[config.mk]
export PLATFORM = sky130hd
export DESIGN_NAME = tet_tracker
export DESIGN_NICKNAME = d
export VERILOG_FILES = /design/src/tet_pkg.sv /design/src/tet_cur_fmt.sv /design/src/tet_extreme.sv /design/src/tet_tracker.sv
export SDC_FILE = /design/constraint.sdc
export NUM_CORES = 2
export LEC_CHECK = 0
export BUFFER_PORTS_ARGS = -buffer_cell sky130_fd_sc_hd__buf_4
export CORE_MARGIN = 4
export CORE_UTILIZATION = 35
export CTS_BUF_LIST = sky130_fd_sc_hd__clkbuf_4 sky130_fd_sc_hd__clkbuf_8 sky130_fd_sc_hd__clkbuf_16
export DETAILED_ROUTE_END_ITERATION = 12
export GPL_TIMING_DRIVEN = 0
export PLACE_DENSITY = 0.51
export SLEW_MARGIN = 20
export SYNTH_ARGS = -nofsm -noshare
export SYNTH_HDL_FRONTEND = slang
export SYNTH_HIERARCHICAL = 1
export SYNTH_SLANG_ARGS = --single-unit
[constraint.sdc]
create_clock -name clk_i -period 5.5 [get_ports clk_i]
set_input_delay 0.275 -clock clk_i [delete_from_list [all_inputs] [get_ports clk_i]]
set_output_delay 0.275 -clock clk_i [all_outputs]
set_load 0.02 [all_outputs]
[src/tet_pkg.sv]
// telemetry extrema tracker: command codes, reset values, limits
// assumes 16-bit telemetry words (L11, L16 or fixed-step formats)
package tet_pkg;
    localparam int unsigned   TET_W        = 16;
    localparam int unsigned   TET_CH       = 2;
    // ******************************************************
    // command codes
    // ******************************************************
    localparam logic [7:0]    CMD_VIN      = 8'h88;
    localparam logic [7:0]    CMD_IIN      = 8'h89;
    localparam logic [7:0]    CMD_VOUT     = 8'h8b;
    localparam logic [7:0]    CMD_IOUT     = 8'h8c;
    localparam logic [7:0]    CMD_TEMP1    = 8'h8d;
    localparam logic [7:0]    CMD_TEMP2    = 8'h8e;
    localparam logic [7:0]    CMD_POUT     = 8'h96;
    localparam logic [7:0]    CMD_PIN      = 8'h97;
    localparam logic [7:0]    CMD_IOUT_FIX = 8'hbb;
    localparam logic [7:0]    CMD_IIN_MAX  = 8'hc4;
    localparam logic [7:0]    CMD_IIN_MIN  = 8'hc5;
    localparam logic [7:0]    CMD_PIN_MAX  = 8'hc6;
    localparam logic [7:0]    CMD_PIN_MIN  = 8'hc7;
    localparam logic [7:0]    CMD_VOUT_MAX = 8'hdd;
    localparam logic [7:0]    CMD_VIN_MAX  = 8'hde;
    localparam logic [7:0]    CMD_SNS_V    = 8'hfa;
    // ******************************************************
    // tracker reset values
    // ******************************************************
    localparam logic [15:0]   RST_PEAK     = 16'h7c00;
    localparam logic [15:0]   RST_MIN      = 16'h7bff;
    localparam logic [15:0]   RST_VOUT_PK  = 16'hf800;
    // ******************************************************
    // fixed-step current: 2.5 ma per count, +-81.92 a limit
    // ******************************************************
    localparam int unsigned   FIX_IN_W     = 24;
    localparam int unsigned   SNS_IN_W     = 18;
    localparam logic [15:0]   FIX_POS_SAT  = 16'h7fff;
    localparam logic [15:0]   FIX_NEG_SAT  = 16'h8000;
    localparam logic [15:0]   SNS_SAT      = 16'hffff;
    // ******************************************************
    // l11 field layout
    // ******************************************************
    localparam int unsigned   L11_EXP_LSB  = 11;
    localparam int unsigned   DEC_W        = 48;
endpackage

[src/tet_cur_fmt.sv]
// fixed-step current word and raw sense magnitude, combinational
// assumes current arrives already in 2.5 ma counts, sense as signed raw
`timescale 1ns/10ps
module tet_cur_fmt (
    input  wire logic signed [tet_pkg::FIX_IN_W-1:0] fix_i,
    input  wire logic signed [tet_pkg::SNS_IN_W-1:0] sns_i,
    output logic             [15:0]                  fix_o,
    output logic             [15:0]                  sns_o
);
    import tet_pkg::*;

    localparam logic signed [FIX_IN_W-1:0] POS_LIM = FIX_IN_W'(32767);
    localparam logic signed [FIX_IN_W-1:0] NEG_LIM = -FIX_IN_W'(32768);

    logic [SNS_IN_W-1:0] sns_abs;

    // clamp: beyond the limit only the standard reading is meaningful
    always_comb begin
        if (fix_i > POS_LIM) begin
            fix_o = FIX_POS_SAT;
        end else if (fix_i < NEG_LIM) begin
            fix_o = FIX_NEG_SAT;
        end else begin
            fix_o = fix_i[15:0];
        end
    end

    // magnitude only; scale (0.025 or 0.75) is applied by the reader
    always_comb begin
        sns_abs = sns_i[SNS_IN_W-1] ? SNS_IN_W'(-sns_i) : sns_i;
        if (|sns_abs[SNS_IN_W-1:16]) begin
            sns_o = SNS_SAT;
        end else begin
            sns_o = sns_abs[15:0];
        end
    end
endmodule

[src/tet_extreme.sv]
// one running peak or minimum tracker of a 16-bit telemetry word
// assumes sample strobe and init are one-cycle pulses on clk_i
`timescale 1ns/10ps
module tet_extreme #(
    parameter bit          IS_MAX = 1'b1,
    parameter bit          IS_L11 = 1'b1,
    parameter logic [15:0] RST    = 16'h0000
) (
    input  wire logic        clk_i,
    input  wire logic        resetn_i,
    input  wire logic        init_i,
    input  wire logic        smp_stb_i,
    input  wire logic [15:0] smp_i,
    output logic      [15:0] value_o
);
    import tet_pkg::*;

    logic                    fresh_reg;
    logic signed [DEC_W-1:0] dec_new;
    logic signed [DEC_W-1:0] dec_old;
    logic                    better;

    // decode to a common fixed point so patterns compare by value
    function automatic logic signed [DEC_W-1:0] dec(input logic [15:0] w);
        logic signed [DEC_W-1:0] m;
        logic [4:0]              sh;
        m  = DEC_W'(signed'(w[L11_EXP_LSB-1:0]));
        sh = {~w[15], w[14:L11_EXP_LSB]};
        if (IS_L11) begin
            dec = m <<< sh;
        end else begin
            dec = signed'(DEC_W'(w));
        end
    endfunction

    assign dec_new = dec(smp_i);
    assign dec_old = dec(value_o);
    assign better  = IS_MAX ? (dec_new > dec_old) : (dec_new < dec_old);

    // ******************************************************
    // tracker update
    // ******************************************************
    // sample beside init is kept: init then sample, so nothing lost
    always_ff @(posedge clk_i or negedge resetn_i) begin
        if (!resetn_i) begin
            value_o   <= RST;
            fresh_reg <= 1'b1;
        end else if (smp_stb_i && (init_i || fresh_reg || better)) begin
            value_o   <= smp_i;
            fresh_reg <= 1'b0;
        end else if (init_i) begin
            value_o   <= RST;
            fresh_reg <= 1'b1;
        end
    end

    a_track_hold : assert property (@(posedge clk_i)
        disable iff (!resetn_i)
        !smp_stb_i && !init_i |=> $stable(value_o))
        else $error("tracker changed without sample or init");
    a_track_keep : assert property (@(posedge clk_i)
        disable iff (!resetn_i) smp_stb_i && !init_i && !fresh_reg |=>
        (IS_MAX ? dec(value_o) >= $past(dec_old)
                : dec(value_o) <= $past(dec_old)))
        else $error("tracker moved the wrong way");
    a_track_init : assert property (@(posedge clk_i)
        disable iff (!resetn_i) init_i && !smp_stb_i |=> value_o == RST)
        else $error("tracker not set to reset value");
endmodule

[src/tet_tracker.sv]
// telemetry extrema tracker: latest readings, peak/min trackers,
// temperature fallback and command-code read port
// assumes samples come from the adc sequencer as one-cycle strobes,
// and the serial command decoder presents reads as rd_stb_i pulses
//
// Contract
// - input current peak tracked; 0x7C00 on reset, any clear, turn-on
// - input current minimum tracked; 0x7BFF on same three events
// - input power peak tracked; 0x7C00 on same three events
// - input power minimum tracked; 0x7BFF on same three events
// - input voltage peak tracked; 0x7C00 on same three events
// - per-page output voltage peak; 0xF800 on reset, page clear, turn-on
// - paged external diode temperature feeds all temperature processing
// - invalid external reading replaced by internal junction temperature
// - internal temperature unpaged, affects nothing unless substituted
// - fixed-step output current: signed 16 bits, 2.5 mA per count
// - fixed-step current saturates at plus or minus 81.92 A
// - sense voltage: unsigned magnitude of last conversion, uncorrected
// - output power read returns most recent per-channel conversion
`timescale 1ns/10ps
module tet_tracker (
    input  wire logic                                 clk_i,
    input  wire logic                                 resetn_i,
    input  wire logic                                 clear_stb_i,
    input  wire logic [tet_pkg::TET_CH-1:0]           clear_page_i,
    input  wire logic [tet_pkg::TET_CH-1:0]           chan_on_i,
    input  wire logic                                 vin_stb_i,
    input  wire logic [15:0]                          vin_i,
    input  wire logic                                 iin_stb_i,
    input  wire logic [15:0]                          iin_i,
    input  wire logic                                 pin_stb_i,
    input  wire logic [15:0]                          pin_i,
    input  wire logic                                 vout_stb_i,
    input  wire logic                                 vout_ch_i,
    input  wire logic [15:0]                          vout_i,
    input  wire logic                                 iout_stb_i,
    input  wire logic                                 iout_ch_i,
    input  wire logic [15:0]                          iout_i,
    input  wire logic signed [tet_pkg::FIX_IN_W-1:0]  iout_fix_i,
    input  wire logic signed [tet_pkg::SNS_IN_W-1:0]  iout_sns_i,
    input  wire logic                                 pout_stb_i,
    input  wire logic                                 pout_ch_i,
    input  wire logic [15:0]                          pout_i,
    input  wire logic                                 temp_stb_i,
    input  wire logic                                 temp_ch_i,
    input  wire logic [15:0]                          temp_ext_i,
    input  wire logic                                 temp_ok_i,
    input  wire logic                                 tint_stb_i,
    input  wire logic [15:0]                          tint_i,
    input  wire logic                                 rd_stb_i,
    input  wire logic [7:0]                           rd_cmd_i,
    input  wire logic                                 rd_page_i,
    output logic      [15:0]                          rd_data_o,
    output logic                                      rd_ack_o,
    output logic                                      rd_err_o,
    output logic      [15:0]                          temp1_ch0_o,
    output logic      [15:0]                          temp1_ch1_o
);
    import tet_pkg::*;

    // ******************************************************
    // declarations
    // ******************************************************
    logic [TET_CH-1:0] on_prev_reg;
    logic [TET_CH-1:0] turn_on;
    logic              in_init;
    logic [TET_CH-1:0] vout_init;
    logic [15:0]       vin_reg;
    logic [15:0]       iin_reg;
    logic [15:0]       pin_reg;
    logic [15:0]       tint_reg;
    logic [15:0]       vout_reg [TET_CH];
    logic [15:0]       iout_reg [TET_CH];
    logic [15:0]       fix_reg  [TET_CH];
    logic [15:0]       sns_reg  [TET_CH];
    logic [15:0]       pout_reg [TET_CH];
    logic [15:0]       temp1_reg[TET_CH];
    logic [TET_CH-1:0] ext_ok_reg;
    logic [15:0]       iin_max;
    logic [15:0]       iin_min;
    logic [15:0]       pin_max;
    logic [15:0]       pin_min;
    logic [15:0]       vin_max;
    logic [15:0]       vout_max [TET_CH];
    logic [15:0]       fix_word;
    logic [15:0]       sns_word;
    logic [15:0]       rd_data_next;
    logic              rd_err_next;

    // ******************************************************
    // tracker restart events
    // ******************************************************
    always_ff @(posedge clk_i or negedge resetn_i) begin
        if (!resetn_i) begin
            on_prev_reg <= '0;
        end else begin
            on_prev_reg <= chan_on_i;
        end
    end

    // a clear on any page restarts input-side trackers
    assign turn_on   = chan_on_i & ~on_prev_reg;
    assign in_init   = clear_stb_i | (|turn_on);
    assign vout_init = ({TET_CH{clear_stb_i}} & clear_page_i) | turn_on;

    // ******************************************************
    // input-side trackers
    // ******************************************************
    tet_extreme #(.IS_MAX(1'b1), .IS_L11(1'b1), .RST(RST_PEAK))
    u_iin_max (
        .clk_i(clk_i), .resetn_i(resetn_i), .init_i(in_init),
        .smp_stb_i(iin_stb_i), .smp_i(iin_i), .value_o(iin_max));
    tet_extreme #(.IS_MAX(1'b0), .IS_L11(1'b1), .RST(RST_MIN))
    u_iin_min (
        .clk_i(clk_i), .resetn_i(resetn_i), .init_i(in_init),
        .smp_stb_i(iin_stb_i), .smp_i(iin_i), .value_o(iin_min));
    tet_extreme #(.IS_MAX(1'b1), .IS_L11(1'b1), .RST(RST_PEAK))
    u_pin_max (
        .clk_i(clk_i), .resetn_i(resetn_i), .init_i(in_init),
        .smp_stb_i(pin_stb_i), .smp_i(pin_i), .value_o(pin_max));
    tet_extreme #(.IS_MAX(1'b0), .IS_L11(1'b1), .RST(RST_MIN))
    u_pin_min (
        .clk_i(clk_i), .resetn_i(resetn_i), .init_i(in_init),
        .smp_stb_i(pin_stb_i), .smp_i(pin_i), .value_o(pin_min));
    tet_extreme #(.IS_MAX(1'b1), .IS_L11(1'b1), .RST(RST_PEAK))
    u_vin_max (
        .clk_i(clk_i), .resetn_i(resetn_i), .init_i(in_init),
        .smp_stb_i(vin_stb_i), .smp_i(vin_i), .value_o(vin_max));

    // ******************************************************
    // per-channel output voltage peaks
    // ******************************************************
    for (genvar c = 0; c < TET_CH; c++) begin : g_vout
        // 0xf800 marks an empty tracker; first sample always taken
        tet_extreme #(.IS_MAX(1'b1), .IS_L11(1'b0), .RST(RST_VOUT_PK))
        u_vout_max (
            .clk_i(clk_i), .resetn_i(resetn_i), .init_i(vout_init[c]),
            .smp_stb_i(vout_stb_i && (vout_ch_i == 1'(c))),
            .smp_i(vout_i), .value_o(vout_max[c]));
    end

    tet_cur_fmt u_fmt (
        .fix_i (iout_fix_i),
        .sns_i (iout_sns_i),
        .fix_o (fix_word),
        .sns_o (sns_word)
    );

    // ******************************************************
    // latest readings
    // ******************************************************
    always_ff @(posedge clk_i or negedge resetn_i) begin
        if (!resetn_i) begin
            vin_reg <= '0;
            iin_reg <= '0;
            pin_reg <= '0;
        end else begin
            if (vin_stb_i) begin
                vin_reg <= vin_i;
            end
            if (iin_stb_i) begin
                iin_reg <= iin_i;
            end
            if (pin_stb_i) begin
                pin_reg <= pin_i;
            end
        end
    end

    always_ff @(posedge clk_i or negedge resetn_i) begin
        if (!resetn_i) begin
            vout_reg <= '{default: '0};
            iout_reg <= '{default: '0};
            fix_reg  <= '{default: '0};
            sns_reg  <= '{default: '0};
            pout_reg <= '{default: '0};
        end else begin
            if (vout_stb_i) begin
                vout_reg[vout_ch_i] <= vout_i;
            end
            if (iout_stb_i) begin
                iout_reg[iout_ch_i] <= iout_i;
                fix_reg[iout_ch_i]  <= fix_word;
                sns_reg[iout_ch_i]  <= sns_word;
            end
            if (pout_stb_i) begin
                pout_reg[pout_ch_i] <= pout_i;
            end
        end
    end

    // ******************************************************
    // temperature selection
    // ******************************************************
    // internal reading only reaches a channel that lost its diode or has had no diode reading since reset
    always_ff @(posedge clk_i or negedge resetn_i) begin
        if (!resetn_i) begin
            tint_reg   <= '0;
            ext_ok_reg <= '0;
            temp1_reg  <= '{default: '0};
        end else begin
            if (tint_stb_i) begin
                tint_reg <= tint_i;
            end
            for (int c = 0; c < TET_CH; c++) begin
                if (temp_stb_i && temp_ch_i == 1'(c)) begin
                    ext_ok_reg[c] <= temp_ok_i;
                    if (temp_ok_i) begin
                        temp1_reg[c] <= temp_ext_i;
                    end else begin
                        temp1_reg[c] <= tint_stb_i ? tint_i
                                                   : tint_reg;
                    end
                end else if (tint_stb_i && !ext_ok_reg[c]) begin
                    temp1_reg[c] <= tint_i;
                end
            end
        end
    end

    always_ff @(posedge clk_i or negedge resetn_i) begin
        if (!resetn_i) begin
            temp1_ch0_o <= '0;
            temp1_ch1_o <= '0;
        end else begin
            temp1_ch0_o <= temp1_reg[0];
            temp1_ch1_o <= temp1_reg[1];
        end
    end

    // ******************************************************
    // read port
    // ******************************************************
    always_comb begin
        rd_err_next  = 1'b0;
        rd_data_next = '0;
        unique case (rd_cmd_i)
            CMD_VIN:      rd_data_next = vin_reg;
            CMD_IIN:      rd_data_next = iin_reg;
            CMD_PIN:      rd_data_next = pin_reg;
            CMD_VOUT:     rd_data_next = vout_reg[rd_page_i];
            CMD_IOUT:     rd_data_next = iout_reg[rd_page_i];
            CMD_TEMP1:    rd_data_next = temp1_reg[rd_page_i];
            CMD_TEMP2:    rd_data_next = tint_reg;
            CMD_POUT:     rd_data_next = pout_reg[rd_page_i];
            CMD_IOUT_FIX: rd_data_next = fix_reg[rd_page_i];
            CMD_IIN_MAX:  rd_data_next = iin_max;
            CMD_IIN_MIN:  rd_data_next = iin_min;
            CMD_PIN_MAX:  rd_data_next = pin_max;
            CMD_PIN_MIN:  rd_data_next = pin_min;
            CMD_VOUT_MAX: rd_data_next = vout_max[rd_page_i];
            CMD_VIN_MAX:  rd_data_next = vin_max;
            CMD_SNS_V:    rd_data_next = sns_reg[rd_page_i];
            default:      rd_err_next  = 1'b1;
        endcase
    end

    always_ff @(posedge clk_i or negedge resetn_i) begin
        if (!resetn_i) begin
            rd_data_o <= '0;
            rd_ack_o  <= 1'b0;
            rd_err_o  <= 1'b0;
        end else begin
            rd_ack_o <= rd_stb_i;
            rd_err_o <= rd_stb_i && rd_err_next;
            if (rd_stb_i) begin
                rd_data_o <= rd_data_next;
            end
        end
    end

    // ******************************************************
    // assertions
    // ******************************************************
    a_iin_max_clr : assert property (@(posedge clk_i)
        disable iff (!resetn_i) clear_stb_i && !iin_stb_i
        |=> iin_max == 16'h7c00)
        else $error("input current peak not restarted by clear");
    a_iin_min_on : assert property (@(posedge clk_i)
        disable iff (!resetn_i) (|turn_on) && !iin_stb_i
        |=> iin_min == 16'h7bff)
        else $error("input current minimum not restarted by turn-on");
    a_pin_max_on : assert property (@(posedge clk_i)
        disable iff (!resetn_i) (|turn_on) && !pin_stb_i
        |=> pin_max == 16'h7c00)
        else $error("input power peak not restarted by turn-on");
    a_pin_min_clr : assert property (@(posedge clk_i)
        disable iff (!resetn_i) clear_stb_i && !pin_stb_i
        |=> pin_min == 16'h7bff)
        else $error("input power minimum not restarted by clear");
    a_vin_max_clr : assert property (@(posedge clk_i)
        disable iff (!resetn_i) clear_stb_i && !vin_stb_i
        |=> vin_max == 16'h7c00)
        else $error("input voltage peak not restarted by clear");
    a_vout_page_only : assert property (@(posedge clk_i)
        disable iff (!resetn_i)
        clear_stb_i && clear_page_i == 2'b01 && !turn_on[1] && !vout_stb_i
        |=> $stable(vout_max[1]))
        else $error("output peak of other page disturbed by clear");
    a_temp_fallback : assert property (@(posedge clk_i)
        disable iff (!resetn_i)
        temp_stb_i && !temp_ok_i && !tint_stb_i
        |=> temp1_reg[$past(temp_ch_i)] == $past(tint_reg))
        else $error("internal temperature not substituted");
    a_temp_ext_used : assert property (@(posedge clk_i)
        disable iff (!resetn_i)
        temp_stb_i && temp_ok_i && !temp_ch_i
        |=> ##1 temp1_ch0_o == $past(temp_ext_i, 2))
        else $error("external temperature not forwarded");
    a_fix_sat : assert property (@(posedge clk_i)
        disable iff (!resetn_i) iout_stb_i && iout_fix_i > 24'sd32767
        |=> fix_reg[$past(iout_ch_i)] == 16'h7fff)
        else $error("fixed-step current not clamped");
    a_sns_abs : assert property (@(posedge clk_i)
        disable iff (!resetn_i) iout_stb_i && iout_sns_i == -18'sd506
        |=> sns_reg[$past(iout_ch_i)] == 16'h01fa)
        else $error("sense magnitude wrong");
    a_pout_read : assert property (@(posedge clk_i)
        disable iff (!resetn_i) rd_stb_i && rd_cmd_i == 8'h96
        |=> rd_ack_o && rd_data_o == $past(pout_reg[rd_page_i]))
        else $error("output power read not returned next cycle");

    c_clear_all : cover property (@(posedge clk_i) disable iff (!resetn_i)
        clear_stb_i && clear_page_i == 2'b11);
    c_fallback : cover property (@(posedge clk_i) disable iff (!resetn_i)
        temp_stb_i && !temp_ok_i ##1 rd_stb_i && rd_cmd_i == 8'h8d);
    c_turn_on : cover property (@(posedge clk_i) disable iff (!resetn_i)
        turn_on[1] ##[1:4] vout_stb_i);
endmodule
==> metrics.txt <==
input/output buffers about 240; Post-synth ARST share 100%; simple-gate share of the synthesized area 14.5%; ANT nets after route 0; worst path required time 6000 ps; Setup CP Type reg2reg; I/O pin count 250; synthesis-to-finish area growth 17.5%; Yosys top cell area share 26.3%; total gr overflow 0; Pwr Density 295 nW/um^2; vias in the first global route 31098; Arr. time, crit path between 5000 and 6000 ps; Crit Path Max Fanout 10; Final Hold Viols 0; slowest stage delay, CP 560 ps; Via-to-Cell Ratio around 5.8; Root Buffer clkbuf_16; Reg clk slew, reported paths 70 ps; slowest CP cell dfstp_2; Seq cells post-synth 429; Hold Path Class in2reg; Tightest Pin Transition 1040 ps; htree depth 2; adder-cell share of the synthesized area 8.58%; Compound-Gate Fraction of Synth Area 20.2%; Max Freq 192 MHz; routed vias 31987; worst-path cell chain clkbuf_1 > clkbuf_1 > mux2i_1 > o21ai_0 > or2_2 > o21ai_0 > o21a_1 > ha_1 > nand4_1 > nor3_1 > nand4_2 > o311a_1 > o31a_1 > a311o_1 > buf_6 > buf_12 > mux2_4; Post-CTS Setup Inserts 0; final setup fails 0; Rows between 100 and 150; max-slew violation count 0; drt first pass iters 7; post-synthesis mux area share 21.1%; Total GRT Usage 25.0%; Max VDD drop 0.225 mV; Pwr Total 12200 uW; combinational family with the most area after synthesis multiplexers; cell count after synthesis 3817; die area approximately 110000 um^2; Pleak 0.0176 uW; number of synthesized flops with an enable pin 0; DP HPWL 110000 um; CTS max path bufs 3; fin crit period 5210 ps; DRC viols 0; Mapped Avg Cell Area 9.21 um^2; Die Span X 325 um; clk sink count 429; Final period util 94.8%; CP Launch Type flop; worst path bufs/invs 4; synth top area cells dfrtp_1 26%, mux2_2 12%, mux2i_1 8.8%; layout cells sized above 1 between 20% and 30%; internal reg-to-reg setup slack 290 ps; syn nets roughly 4300; # Max-Cap Violations 0; delay-heaviest family, CP compound AO/OA/AOI/OAI gates; largest net degree at the start of global routing 90; DRT Wirelength 137000 um; CP Capture Type flop; Initial Util 35.5%; die height 325 um; worst-skew pair later-pin latency 620 ps; CTS Buf Count 48; GP Congestion 0.989; Distinct cells, synth 103; CTS tree built; global-route wire length before repair 204000 um; clock skew 37.6 ps; fill count 9928; Slew HR 29.6%; status finished, final reports clean; post-synthesis cell area 35200 um^2; Seq/Total Area, Yosys a little under a third; WL/cell 24.8 um; RSZ-0062 raised after global routing no; Setup TNS 0 ps; Yosys warnings 6; core area 99000 um^2; initial antenna violation count 13; top_reg_cell synth dfrtp_1; DRT iter0 DRCs 3030; XOR/XNOR Fraction of Synth Area 0.0498%; Synth area leader dfrtp_1; Layout Nets 4641
cell usage after synthesis (13+ instances only):
cell       number
buf_2          45
o22a_1         44
clkbuf_1      171
a21o_1         19
ha_1          241
nand4_1        55
or2_2          20
o21ai_0       232
dfrtp_1       369
o2bb2ai_1      27
dfstp_2        60
mux2i_1       309
nand2_1       301
a221oi_1       20
nor2b_1        51
nand2b_1       26
o21bai_1       18
a211oi_1       24
o22ai_1        36
nand4b_1       16
or3_1          15
buf_4          14
nor2_1        329
nor3_1         53
inv_1         103
buf_6          13
o211ai_1       15
mux2_2        362
and2_1         31
a21boi_0       36
o21a_1         53
buf_1          17
a22oi_1        70
nand3_1        58
a21oi_1       245
a2111oi_0      13
a31oi_1        35
o221ai_1       20
o31a_1         15
routing by layer:
metal	share of wire (%)	vias to the layer above	GRT usage, %
li1	-	14997	-
met1	45	15690	34.5
met2	47	1126	41.4
met3	6.3	172	3.94
met4	2.5	2	5.54
met5	0.0080	-	0
layout make-up:
type | instances | area, um^2 | area share (%)
clock inverters | 15 | 211 | 0.512
plain buffers | 266 | 1280 | 3.09
well taps | 1287 | 1610 | 3.90
multi-input cells | 3005 | 22600 | 54.8
inverters | 117 | 439 | 1.06
clock buffers | 73 | 1470 | 3.55
repair buffers | 333 | 2850 | 6.89
flip-flops and latches | 429 | 10800 | 26.2
diodes | 7 | 17.5 | 0.0424
where the power goes:
group / total [uW] / switching [uW] / internal (uW)
Combinational: 4700 / 2770 / 1930
Sequential: 4070 / 422 / 3650
Clock: 3420 / 1420 / 2000
Total: 12200 / 4610 / 7590
cell usage in the layout (no fill, tap or decap), types with 24 or more instances in the layout:
cell / Yosys / layout
dfrtp_1: 369 / 369
mux2_2: 362 / 362
nor2_1: 329 / 329
mux2i_1: 309 / 309
nand2_1: 301 / 301
buf_4: 14 / 252
a21oi_1: 245 / 245
ha_1: 241 / 241
o21ai_0: 232 / 231
clkbuf_1: 171 / 171
inv_1: 103 / 103
dlygate4sd3_1: 0 / 88
a22oi_1: 70 / 70
dfstp_2: 60 / 60
nand3_1: 58 / 58
nand4_1: 55 / 55
nor3_1: 53 / 53
o21a_1: 53 / 53
nor2b_1: 51 / 51
clkbuf_16: 0 / 50
buf_2: 45 / 45
o22a_1: 44 / 44
o22ai_1: 36 / 36
a21boi_0: 36 / 36
a31oi_1: 35 / 35
and2_1: 31 / 31
o2bb2ai_1: 27 / 27
nand2b_1: 26 / 26
a211oi_1: 24 / 24
worst register-to-register path, delay by kind of cell, from the launching register on:
| kind | cells | cell delay (ps) |
|---|---|---|
| muxes | 2 | 510 |
| adders and majority gates | 1 | 300 |
| buffers and inverters | 4 | 1070 |
| AOI/OAI and AO/OA | 6 | 1760 |
| and+or+nand+nor | 4 | 900 |
| DFF | 1 | 560 |
worst paths after layout:
check	start	endpoint	cells after the start
min in group asynchronous	resetn_i	fix_reg[18]$_DFFE_PN0P_	2
max in group asynchronous	resetn_i	u_iin_max/value_o[10]$_DFFE_PN1P_	5
worst max register to register	u_pin_max/value_o[11]$_DFFE_PN1P_	u_pin_max/value_o[2]$_DFFE_PN0P_	17
worst min-delay path	vin_i[10]	vin_reg[10]$_DFFE_PN0P_	2
worst min register to register	temp1_reg[7]$_DFFE_PN0P_	temp1_ch1_o[7]$_DFF_PN0_	0
worst max-delay path	u_pin_max/value_o[11]$_DFFE_PN1P_	u_pin_max/value_o[2]$_DFFE_PN0P_	17
metrics by stage:
stage               util (%)  hold WS [ps]  std cells  cell area, um^2  setup WS [ps]
floorplan                  -         -20.6       3817            35200           1260
global placement        38.9           385       5343            38600          -1010
detailed placement      39.1           218       5349            38700            405
CTS                     41.7         0.515       5525            41300            381
global route            41.7          6.16       5527            41300           44.3
finish                  41.7          14.9       5532            41300            285
logic make-up (layout without fill, tap and decap cells):
group / count (synthesis) / in the layout
XOR/XNOR: 2 / 2
other: 0 / 7
buffers and inverters: 383 / 804
adder cells (fa/ha/maj): 241 / 241
flip-flops: 429 / 429
multiplexers: 686 / 686
AND/OR/NAND/NOR: 1029 / 1029
AO/OA/AOI/OAI: 1047 / 1047
what timing repair did:
item,4_1_cts,5_1_grt
hold buffers,88,0
gates resized for setup,0,0
hold endpoints to repair,291,0
(Power assumes the default switching activity.)
